**config.mk**
```make
export PLATFORM = sky130hd
export DESIGN_NAME = rdms_top
export DESIGN_NICKNAME = d
export VERILOG_FILES = /design/src/hdl/rdms_pkg.sv /design/src/hdl/rdms_sel_if.sv /design/src/hdl/rdms_term_sync.sv /design/src/hdl/rdms_top.sv
export SDC_FILE = /design/constraint.sdc
export NUM_CORES = 1
export LEC_CHECK = 0
export BUFFER_PORTS_ARGS = -buffer_cell sky130_fd_sc_hd__buf_4
export CAP_MARGIN = 20
export CELL_PAD_IN_SITES_DETAIL_PLACEMENT = 1
export CELL_PAD_IN_SITES_GLOBAL_PLACEMENT = 1
export CORE_MARGIN = 4
export CORE_UTILIZATION = 45
export DETAILED_ROUTE_END_ITERATION = 10
export PLACE_DENSITY = 0.75
export SYNTH_ARGS = -nofsm -noshare
export SYNTH_HDL_FRONTEND = slang
export SYNTH_SLANG_ARGS = --single-unit
```
**constraint.sdc**
```tcl
create_clock -name mclk -period 3.35 [get_ports mclk]
set_input_delay 0.8375 -clock mclk [delete_from_list [all_inputs] [get_ports mclk]]
set_output_delay 0.8375 -clock mclk [all_outputs]
set_load 0.02 [all_outputs]
```
**src/hdl/rdms_pkg.sv**
```systemverilog
// rdms_pkg: constants for the run direction and multispeed select block
// assumes: APB byte addresses on an 8-bit paddr, 32-bit data
package rdms_pkg;
  // ===========================================================
  // sizes
  localparam int unsigned N_TERM    = 6;
  localparam int unsigned SPEED_N   = 16;
  localparam int unsigned SEL_W     = 4;
  localparam int unsigned FREQ_W    = 16;
  localparam int unsigned OPT_W     = 8;

  // ===========================================================
  // terminal function option codes
  localparam logic [7:0] OPT_FWD    = 8'h00;
  localparam logic [7:0] OPT_REV    = 8'h01;
  localparam logic [7:0] OPT_SEL0   = 8'h02;
  localparam logic [7:0] OPT_SEL1   = 8'h03;
  localparam logic [7:0] OPT_SEL2   = 8'h04;
  localparam logic [7:0] OPT_SEL3   = 8'h05;

  // ===========================================================
  // register byte addresses
  localparam logic [7:0] ADDR_TFUNC0 = 8'h00;
  localparam logic [7:0] ADDR_TFUNC1 = 8'h04;
  localparam logic [7:0] ADDR_NC     = 8'h08;
  localparam logic [7:0] ADDR_ROUTE  = 8'h0c;
  localparam logic [7:0] ADDR_BASE   = 8'h10;
  localparam logic [7:0] ADDR_MAXF   = 8'h14;
  localparam logic [7:0] ADDR_EDIT   = 8'h18;
  localparam logic [7:0] ADDR_SETKEY = 8'h1c;
  localparam logic [7:0] ADDR_STATUS = 8'h20;

  // ===========================================================
  // field positions
  localparam int unsigned ST_RUN_BIT   = 0;
  localparam int unsigned ST_FWD_BIT   = 1;
  localparam int unsigned ST_REV_BIT   = 2;
  localparam int unsigned ST_IDX_LSB   = 4;
  localparam int unsigned ST_ERR_BIT   = 8;
  localparam int unsigned ST_FREQ_LSB  = 16;
  localparam int unsigned EDIT_IDX_LSB = 16;
  localparam int unsigned SETKEY_BIT   = 0;
  localparam int unsigned TERMS_PER_W  = 4;

  // ===========================================================
  // reset values
  localparam logic [31:0] RST_TFUNC0 = 32'h0302_0100;
  localparam logic [31:0] RST_TFUNC1 = 32'h0000_0504;
  localparam logic        RST_ROUTE  = 1'b0;
  localparam logic [15:0] RST_BASE   = 16'h0000;
  localparam logic [15:0] RST_MAXF   = 16'hffff;
endpackage

```
**src/hdl/rdms_sel_if.sv**
```systemverilog
// rdms_sel_if: raw and synchronised terminal levels between top and synchroniser
// assumes: one clock domain, mclk
`timescale 1ns/1ps
`default_nettype none
interface rdms_sel_if #(
  parameter int unsigned N_TERM = rdms_pkg::N_TERM
);
  logic [N_TERM-1:0] raw;
  logic [N_TERM-1:0] sync;
  modport src (input raw, output sync);
  modport dst (output raw, input sync);
endinterface // rdms_sel_if
`default_nettype wire

```
**src/hdl/rdms_term_sync.sv**
```systemverilog
// rdms_term_sync: two-flop synchroniser for the intelligent input terminals
// assumes: raw levels come from switches, sync is read on mclk
`timescale 1ns/1ps
`default_nettype none
module rdms_term_sync #(
  parameter int unsigned N_TERM = rdms_pkg::N_TERM
) (
  input  wire logic mclk,
  input  wire logic arst_n,
  rdms_sel_if.src   sel
);
  typedef struct packed {
    logic [N_TERM-1:0] meta;
    logic [N_TERM-1:0] sync;
  } rdms_sync_state_t;

  rdms_sync_state_t state_ff;
  rdms_sync_state_t nxt_state;

  // ===========================================================
  // two stages
  always_comb begin
    nxt_state      = state_ff;
    nxt_state.meta = sel.raw;
    nxt_state.sync = state_ff.meta;
  end

  always_ff @(posedge mclk or negedge arst_n) begin
    if (!arst_n) begin
      state_ff <= '0;
    end else begin
      state_ff <= nxt_state;
    end
  end

  assign sel.sync = state_ff.sync;
endmodule // rdms_term_sync
`default_nettype wire

```
**src/hdl/rdms_top.sv**
```systemverilog
// rdms_top: run/stop, direction and multispeed decode of input terminals, APB slave
// assumes: APB master on mclk, terminal levels asynchronous switches
`timescale 1ns/1ps
`default_nettype none
// Operation
// - forward input alone: run forward, else stop
// - reverse input alone: run reverse, else stop
// - both inputs on: stop, no direction
// - normally closed terminal open means asserted
// - keypad routing picks keypad run direction only
// - sixteen stored speeds chosen by four inputs
// - first select is bit 0, fourth bit 3
// - any select function on any terminal
// - codes 03, 04, 05 map bits 1-3
// - index zero uses base frequency source
// - target follows select inputs in real time
// - entry stored only on set key press
module rdms_top #(
  parameter int unsigned N_TERM = rdms_pkg::N_TERM,
  parameter int unsigned FREQ_W = rdms_pkg::FREQ_W
) (
  input  wire logic              mclk,
  input  wire logic              arst_n,
  input  wire logic              psel,
  input  wire logic              penable,
  input  wire logic              pwrite,
  input  wire logic [7:0]        paddr,
  input  wire logic [31:0]       pwdata,
  output logic      [31:0]       prdata,
  output logic                   pready,
  output logic                   pslverr,
  input  wire logic [N_TERM-1:0] term_in,
  input  wire logic              keypad_run_key,
  output logic                   run_active,
  output logic                   dir_forward,
  output logic                   dir_reverse,
  output logic [3:0]             speed_index,
  output logic [FREQ_W-1:0]      target_freq
);
  typedef struct packed {
    logic [N_TERM-1:0][7:0]                  tfunc;
    logic [N_TERM-1:0]                       nc;
    logic                                    route;
    logic [FREQ_W-1:0]                       base;
    logic [FREQ_W-1:0]                       maxf;
    logic [3:0]                              edit_idx;
    logic [FREQ_W-1:0]                       edit_val;
    logic [rdms_pkg::SPEED_N-1:0][FREQ_W-1:0] tbl;
    logic                                    err;
    logic                                    run;
    logic                                    fwd;
    logic                                    rev;
    logic [3:0]                              idx;
    logic [FREQ_W-1:0]                       freq;
    logic                                    pready;
    logic                                    pslverr;
    logic [31:0]                             prdata;
  } rdms_state_t;

  rdms_state_t       state_ff;
  rdms_state_t       nxt_state;
  logic [N_TERM-1:0] act_c;
  logic              fwd_c;
  logic              rev_c;
  logic [3:0]        idx_c;
  logic              acc_c;
  logic              wr_c;
  logic              set_wr_c;
  logic              hit_c;
  logic [31:0]       rd_c;
  logic [63:0]       fvec_c;

  rdms_sel_if #(.N_TERM(N_TERM)) sel ();

  assign sel.raw = term_in;

  rdms_term_sync #(.N_TERM(N_TERM)) u_sync (
    .mclk   (mclk),
    .arst_n (arst_n),
    .sel    (sel)
  );

  // ===========================================================
  // terminal decode
  always_comb begin
    nxt_state = state_ff;
    act_c     = sel.sync ^ state_ff.nc;
    fwd_c     = 1'b0;
    rev_c     = 1'b0;
    idx_c     = 4'h0;
    for (int k = 0; k < N_TERM; k++) begin
      if (act_c[k]) begin
        unique case (state_ff.tfunc[k])
          rdms_pkg::OPT_FWD:  fwd_c    = 1'b1;
          rdms_pkg::OPT_REV:  rev_c    = 1'b1;
          rdms_pkg::OPT_SEL0: idx_c[0] = 1'b1;
          rdms_pkg::OPT_SEL1: idx_c[1] = 1'b1;
          rdms_pkg::OPT_SEL2: idx_c[2] = 1'b1;
          rdms_pkg::OPT_SEL3: idx_c[3] = 1'b1;
          default: ;
        endcase
      end
    end

    // run state and direction
    if (fwd_c && rev_c) begin
      nxt_state.run = 1'b0;
      nxt_state.fwd = 1'b0;
      nxt_state.rev = 1'b0;
    end else if (fwd_c) begin
      nxt_state.run = 1'b1;
      nxt_state.fwd = 1'b1;
      nxt_state.rev = 1'b0;
    end else if (rev_c) begin
      nxt_state.run = 1'b1;
      nxt_state.fwd = 1'b0;
      nxt_state.rev = 1'b1;
    end else if (keypad_run_key) begin
      nxt_state.run = 1'b1;
      nxt_state.fwd = !state_ff.route;
      nxt_state.rev = state_ff.route;
    end else begin
      nxt_state.run = 1'b0;
      nxt_state.fwd = 1'b0;
      nxt_state.rev = 1'b0;
    end

    // speed index and target, updated every cycle
    nxt_state.idx = idx_c;
    if (idx_c == 4'h0) begin
      nxt_state.freq = state_ff.base;
    end else begin
      nxt_state.freq = state_ff.tbl[idx_c];
    end

    // ===========================================================
    // apb slave, one wait state
    acc_c    = psel && penable && !state_ff.pready;
    wr_c     = psel && penable && state_ff.pready && pwrite;
    set_wr_c = wr_c && (paddr == rdms_pkg::ADDR_SETKEY) && pwdata[rdms_pkg::SETKEY_BIT];
    fvec_c   = 64'h0;
    for (int k = 0; k < N_TERM; k++) begin
      fvec_c[8*k +: 8] = state_ff.tfunc[k];
    end
    hit_c = 1'b1;
    rd_c  = 32'h0;
    unique case (paddr)
      rdms_pkg::ADDR_TFUNC0: rd_c = fvec_c[31:0];
      rdms_pkg::ADDR_TFUNC1: rd_c = fvec_c[63:32];
      rdms_pkg::ADDR_NC:     rd_c[N_TERM-1:0] = state_ff.nc;
      rdms_pkg::ADDR_ROUTE:  rd_c[0] = state_ff.route;
      rdms_pkg::ADDR_BASE:   rd_c[FREQ_W-1:0] = state_ff.base;
      rdms_pkg::ADDR_MAXF:   rd_c[FREQ_W-1:0] = state_ff.maxf;
      rdms_pkg::ADDR_EDIT: begin
        rd_c[FREQ_W-1:0] = state_ff.edit_val;
        rd_c[rdms_pkg::EDIT_IDX_LSB +: 4] = state_ff.edit_idx;
      end
      rdms_pkg::ADDR_SETKEY: rd_c = 32'h0;
      rdms_pkg::ADDR_STATUS: begin
        rd_c[rdms_pkg::ST_RUN_BIT] = state_ff.run;
        rd_c[rdms_pkg::ST_FWD_BIT] = state_ff.fwd;
        rd_c[rdms_pkg::ST_REV_BIT] = state_ff.rev;
        rd_c[rdms_pkg::ST_IDX_LSB +: 4] = state_ff.idx;
        rd_c[rdms_pkg::ST_ERR_BIT] = state_ff.err;
        rd_c[rdms_pkg::ST_FREQ_LSB +: FREQ_W] = state_ff.freq;
      end
      default: hit_c = 1'b0;
    endcase
    nxt_state.pready  = acc_c;
    nxt_state.pslverr = acc_c && !hit_c;
    nxt_state.prdata  = (acc_c && !pwrite) ? rd_c : 32'h0;

    // register writes at the completing edge
    if (wr_c) begin
      unique case (paddr)
        rdms_pkg::ADDR_TFUNC0, rdms_pkg::ADDR_TFUNC1: begin
          for (int k = 0; k < N_TERM; k++) begin
            if ((k < rdms_pkg::TERMS_PER_W) == (paddr == rdms_pkg::ADDR_TFUNC0)) begin
              nxt_state.tfunc[k] = pwdata[8*(k % rdms_pkg::TERMS_PER_W) +: 8];
            end
          end
        end
        rdms_pkg::ADDR_NC:    nxt_state.nc    = pwdata[N_TERM-1:0];
        rdms_pkg::ADDR_ROUTE: nxt_state.route = pwdata[0];
        rdms_pkg::ADDR_BASE:  nxt_state.base  = pwdata[FREQ_W-1:0];
        rdms_pkg::ADDR_MAXF:  nxt_state.maxf  = pwdata[FREQ_W-1:0];
        rdms_pkg::ADDR_EDIT: begin
          nxt_state.edit_val = pwdata[FREQ_W-1:0];
          nxt_state.edit_idx = pwdata[rdms_pkg::EDIT_IDX_LSB +: 4];
        end
        rdms_pkg::ADDR_STATUS: begin
          if (pwdata[rdms_pkg::ST_ERR_BIT]) begin
            nxt_state.err = 1'b0;
          end
        end
        default: ;
      endcase
    end

    // set key commit, refused above the maximum limit; set wins over clear
    if (set_wr_c) begin
      if (state_ff.edit_val > state_ff.maxf) begin
        nxt_state.err = 1'b1;
      end else if (state_ff.edit_idx == 4'h0) begin
        nxt_state.base = state_ff.edit_val;
      end else begin
        nxt_state.tbl[state_ff.edit_idx] = state_ff.edit_val;
      end
    end
  end

  always_ff @(posedge mclk or negedge arst_n) begin
    if (!arst_n) begin
      state_ff       <= '0;
      state_ff.route <= rdms_pkg::RST_ROUTE;
      state_ff.base  <= rdms_pkg::RST_BASE[FREQ_W-1:0];
      state_ff.maxf  <= rdms_pkg::RST_MAXF[FREQ_W-1:0];
      for (int k = 0; k < N_TERM; k++) begin
        if (k < rdms_pkg::TERMS_PER_W) begin
          state_ff.tfunc[k] <= rdms_pkg::RST_TFUNC0[8*k +: 8];
        end else begin
          state_ff.tfunc[k] <= rdms_pkg::RST_TFUNC1[8*(k % rdms_pkg::TERMS_PER_W) +: 8];
        end
      end
    end else begin
      state_ff <= nxt_state;
    end
  end

  // ===========================================================
  // outputs
  assign prdata      = state_ff.prdata;
  assign pready      = state_ff.pready;
  assign pslverr     = state_ff.pslverr;
  assign run_active  = state_ff.run;
  assign dir_forward = state_ff.fwd;
  assign dir_reverse = state_ff.rev;
  assign speed_index = state_ff.idx;
  assign target_freq = state_ff.freq;
endmodule // rdms_top
`default_nettype wire
```
Word level (Yosys, flattened, before mapping)
Index checks and enable logic that the tools add are counted. Widths: inputs -> output; s select.

Order comparisons: 4. Equal/unequal tests: 38. Mux-type cells: 86. Bitwise operators: 4. Reductions and logical operators: 32.

Operators with widths (count): $bwmux 256 (1); $mux 16 (8); $eq 8x3->1 const B (13); $eq 8x2->1 const B (12); $bmux 16 s4 (1); $demux 16 s4 (1); $logic_not 8->1 (7); $mux 1 (54); $mux 52 (1); $eq 8x1->1 const B (6); $pmux 7 s5 (1); $eq 8x5->1 const B (4); $mux 32 (1); $pmux 2 s7 (2); $mux 4 (6); $pmux 12 s2 (1); $mux 20 (1); $pmux 3 s6 (1); $eq 8x4->1 const B (2); $gt 16x16->1 (1); $mux 3 (4); $pmux 4 s3 (1); $logic_and 1x1->1 (10); $lt 4x5->1 const B (2); 12 further kinds (23).

Flip-flop bits (word level): 433. Input port bits: 52.

Depth between registers and ports, before layout
Word-level depth: 16. Mapped depth: 14. Mapped depth without buffers: 10.

Hierarchy
Synthesis repeated with hierarchy kept, for this count alone.

Cells, all modules: 1652. Area, all modules: 19826.5 sq um.

By module, submodules not included: rdms_top (times used 1, cells an instance 1640, area each 19526.2 sq um, sequential area each 10163.5 sq um); rdms_term_sync (times used 1, cells an instance 12, area each 300.3 sq um, sequential area each 300.3 sq um).

Worst setup path after synthesis
OpenSTA, ideal clock, no wires.

Kind: flip-flop to flip-flop. Start point: register state_ff[335] in the netlist's numbering. End point: register state_ff[74] in the netlist's numbering. Setup time: 0.127 ns. Arrival time: 2.937 ns. Slack: 0.286 ns. Cell stages (with the launch flop): 13. Path buffers: 2. Period minus slack after synthesis: 3.064 ns. Cells stage by stage: dfstp_2 inv_1 ha_1 nor2b_1 o21a_1 o21ai_1 a21oi_1 o311a_1 o32ai_4 buf_8 nand3_4 buf_6 mux2_1.

Longest elaborated chain between the ends: 3.

RTL lines: start: declaration (RTL line rdms_top.sv:60) `rdms_state_t state_ff;`; start signal: assignment (RTL line rdms_top.sv:226) `state_ff <= nxt_state;`; $gt 16x16->1 (RTL line rdms_top.sv:202) `if (state_ff.edit_val > state_ff.maxf) begin`; $not 1->1 (no line); $reduce_and 3->1 (no line).

Every way passes these cells. A chain may end at the register's enable or synchronous reset.

Final worst setup path
Start point: register state_ff[335] in the netlist's numbering. End point: register state_ff[86] in the netlist's numbering.

The elaborated chain is that of the path after synthesis.

==> impl_metrics.tcl <==
set metrics [dict create \
    synth-main-ff-cell "dfrtp_1" \
    ant_nets 0 \
    async_reset_ff_share_pct 100 \
    rr_worst_depth 13 \
    grt_pass1_vias 14500 \
    wl_um 58900 \
    fin_nets 1734 \
    fp-row-count 77 \
    fin_cells 2296 \
    critPathMaxStageDelay_ns 0.56 \
    irDropWorstVdd_v 0.000375 \
    cts_sinks 417 \
    synth_top_area_share_pct 49.1 \
    crit_required_ns 3.81 \
    cts_max_path_buffers 3 \
    synth_nets 1640 \
    crit_arrival_ns 3.72 \
    crit_family "compound AO/OA/AOI/OAI gates" \
    synth_xor_area_share_pct 0.262 \
    htree_num_levels 2 \
    critPathLaunchType "register" \
    worstSetupPathType "reg -> reg" \
    clockRootBuffer "clkbuf_16" \
    ys_seq_elements 417 \
    vias 13200 \
    clk_pin_slew_worst_paths_ns 0.06 \
    hpwlAfterDp_um 40900 \
    syn2layout_area_growth_pct 16.4 \
    hold_viol 0 \
    dr.pass1.iters 5 \
    cts_tree "done" \
    crit_path_max_fanout 8 \
    drive_above_1_share_pct 41.6 \
    viasPerCell 5.77 \
    cp-end-kind "register" \
    r2r-start "state_ff[335]" \
    synth_fa_ha_area_share_pct 0.997 \
    final_common_cell "dfrtp_1" \
    mostFrequentLayoutCells "dfrtp_1, mux2_2, buf_4" \
    die_h_um 219 \
    fin_crit_sh_pct 97.4 \
    worst_pin_slew_ns 0.951 \
    seq_area_frac_synth_pct 52.1 \
    synth_cells 1572 \
    hold_ws_ns 0.236 \
    ys_warn_count 0 \
    crit_chain "inv_1, ha_1, nor2b_1, o21a_1, o21ai_2, a21oi_1, o311a_1, o32ai_4, buf_12, buf_4, nand3_4, clkbuf_16, mux2_1" \
    place.port_buffers 108 \
    insertion_delay_ns 0.58 \
    cts_buffers 46 \
    tns_ns 0 \
    power_density_mw_per_mm2 465 \
    netlist_area_mm2 0.0201 \
    routedWlPerCell_um 25.7 \
    hold_class "in -> async" \
    outcome "complete, no violations" \
    finalWeightedCongestion 0.898 \
    fin_skew_ns 0.00838 \
    grt_busiest_layer "met2" \
    synth-simple-area-share_pct 6.99 \
    antenna_found_initial 0 \
    finalMaxSlewViolations 0 \
    r2r_slack_ns 0.09 \
    fmax_mhz 307 \
    met3_usage_pct 4.90 \
    fillers 4453 \
    grt_pass1_wl_um 90400 \
    n_antenna_cell 0 \
    crit_slowest_cell "dfstp_2" \
    yosysTopAreaCell "dfrtp_1" \
    route.detailed.drc 0 \
    synth_top_family_by_area "multiplexers" \
    utilization_pct 53.0 \
    ios 109 \
    die-area_mm2 0.0480 \
    leakagePower_nw 11.6 \
    synth_top_cells_by_area "dfrtp_1, mux2_2, mux2i_1, dfstp_2, buf_4" \
    setup_viol 0 \
    max-slew-margin-rel_pct 36.6 \
    synth_compound_area_share_pct 5.92 \
    synth_cell_types 65 \
    min_period_ns 3.26 \
    path_buf_inv 4 \
    global_route.usage.met2_pct 41.1 \
    initial_core_util_pct 45.5 \
    coreArea_mm2 0.0441 \
    grt_usage_pct 24.7 \
    syn_area_per_cell_um2 12.8 \
    overflow 0 \
    synth_mux_area_share_pct 28.9 \
    fp.dieW_um 219 \
    dp.cells 2206 \
    synth-edff-count 0 \
    grt_use_met1_pct 32.2 \
    grt_max_degree 73 \
    hold_buffers 0 \
    r2r_end "state_ff[86]" \
    first_iter_violations 866 \
    maxCapViolCount 0 \
]
-- sequential cells by signal, indices dropped and copies added, names as in the netlist --
register,flops
state_ff,300
fvec_c,48
prdata,32
target_freq,16
u_sync.nxt_state,6
u_sync.sel.sync,6
speed_index,4
dir_forward,1
dir_reverse,1
pready,1
pslverr,1
run_active,1
-- metal layers --
metal / wire, um / vias to the layer above
li1: - / 5852
met1: 25500 / 6987
met2: 28600 / 305
met3: 2670 / 101
met4: 2160 / 0
met5: 0 / -
-- cell usage after synthesis (all sizes together), types with 23 or more instances --
cell type	n
a21oi	45
buf	96
clkbuf	58
dfrtp	394
dfstp	23
inv	28
mux2	390
mux2i	135
nand2	65
nand3	25
nor2	77
-- what timing repair did --
item	4_1_cts	5_1_grt
setup endpoints to repair	8	78
endpoints found under the hold margin	0	0
cloned	0	2
gates resized for setup	1	7
pin swaps	0	1
setup buffers	0	2
-- area by class of cell --
type                       instances  area (um^2)  share of cell area (%)
clock inverter                    11          155                   0.664
inverter                          29          109                   0.466
timing repair buffer             200         1710                    7.32
tap                              592          741                    3.17
sequential                       417        10500                    44.8
clock buffer                      75         1460                    6.26
multi-input combinational        972         8720                    37.3
-- worst reg2reg max path: cells and delay by family, from the launching register on --
family	cells	cell delay [ns]
buf+inv	4	0.62
mux	1	0.31
simple gates	2	0.24
flops	1	0.56
fa+ha+maj	1	0.29
compound gates	5	1.14
-- through the flow --
step	total power, mW	instance area (um^2)	worst slack (ns)
global placement	5.59	21600	0.0582
finish	10.9	23400	0.0878
detailed placement	5.60	21600	-0.0924
floorplan	5.31	20100	0.286
CTS	11.0	23300	0.0468
global route	11.3	23400	-0.00551
-- report_power, final --
group	internal [mW]	switching, mW
logic	0.145	0.285
clock network	3.29	2.08
registers	5.06	0.0166
-- logic make-up after synthesis --
logic type / count (synthesis)
buf+inv: 183
flops: 417
mux: 528
compound gates: 168
simple gates: 254
xor+xnor: 6
fa+ha+maj: 16
-- worst max path at each step --
stage | from | end | slack, ns | cells after the start
floorplan | state_ff[335] | state_ff[74] | 0.29 | 12
global placement | state_ff[370] | target_freq[9] | 0.06 | 9
detailed placement | state_ff[370] | target_freq[5] | -0.09 | 10
CTS | state_ff[370] | target_freq[11] | 0.05 | 11
global route | state_ff[335] | state_ff[89] | -0.006 | 13
finish | state_ff[335] | state_ff[86] | 0.09 | 13
No activity file was read; power rests on OpenSTA's default activity.
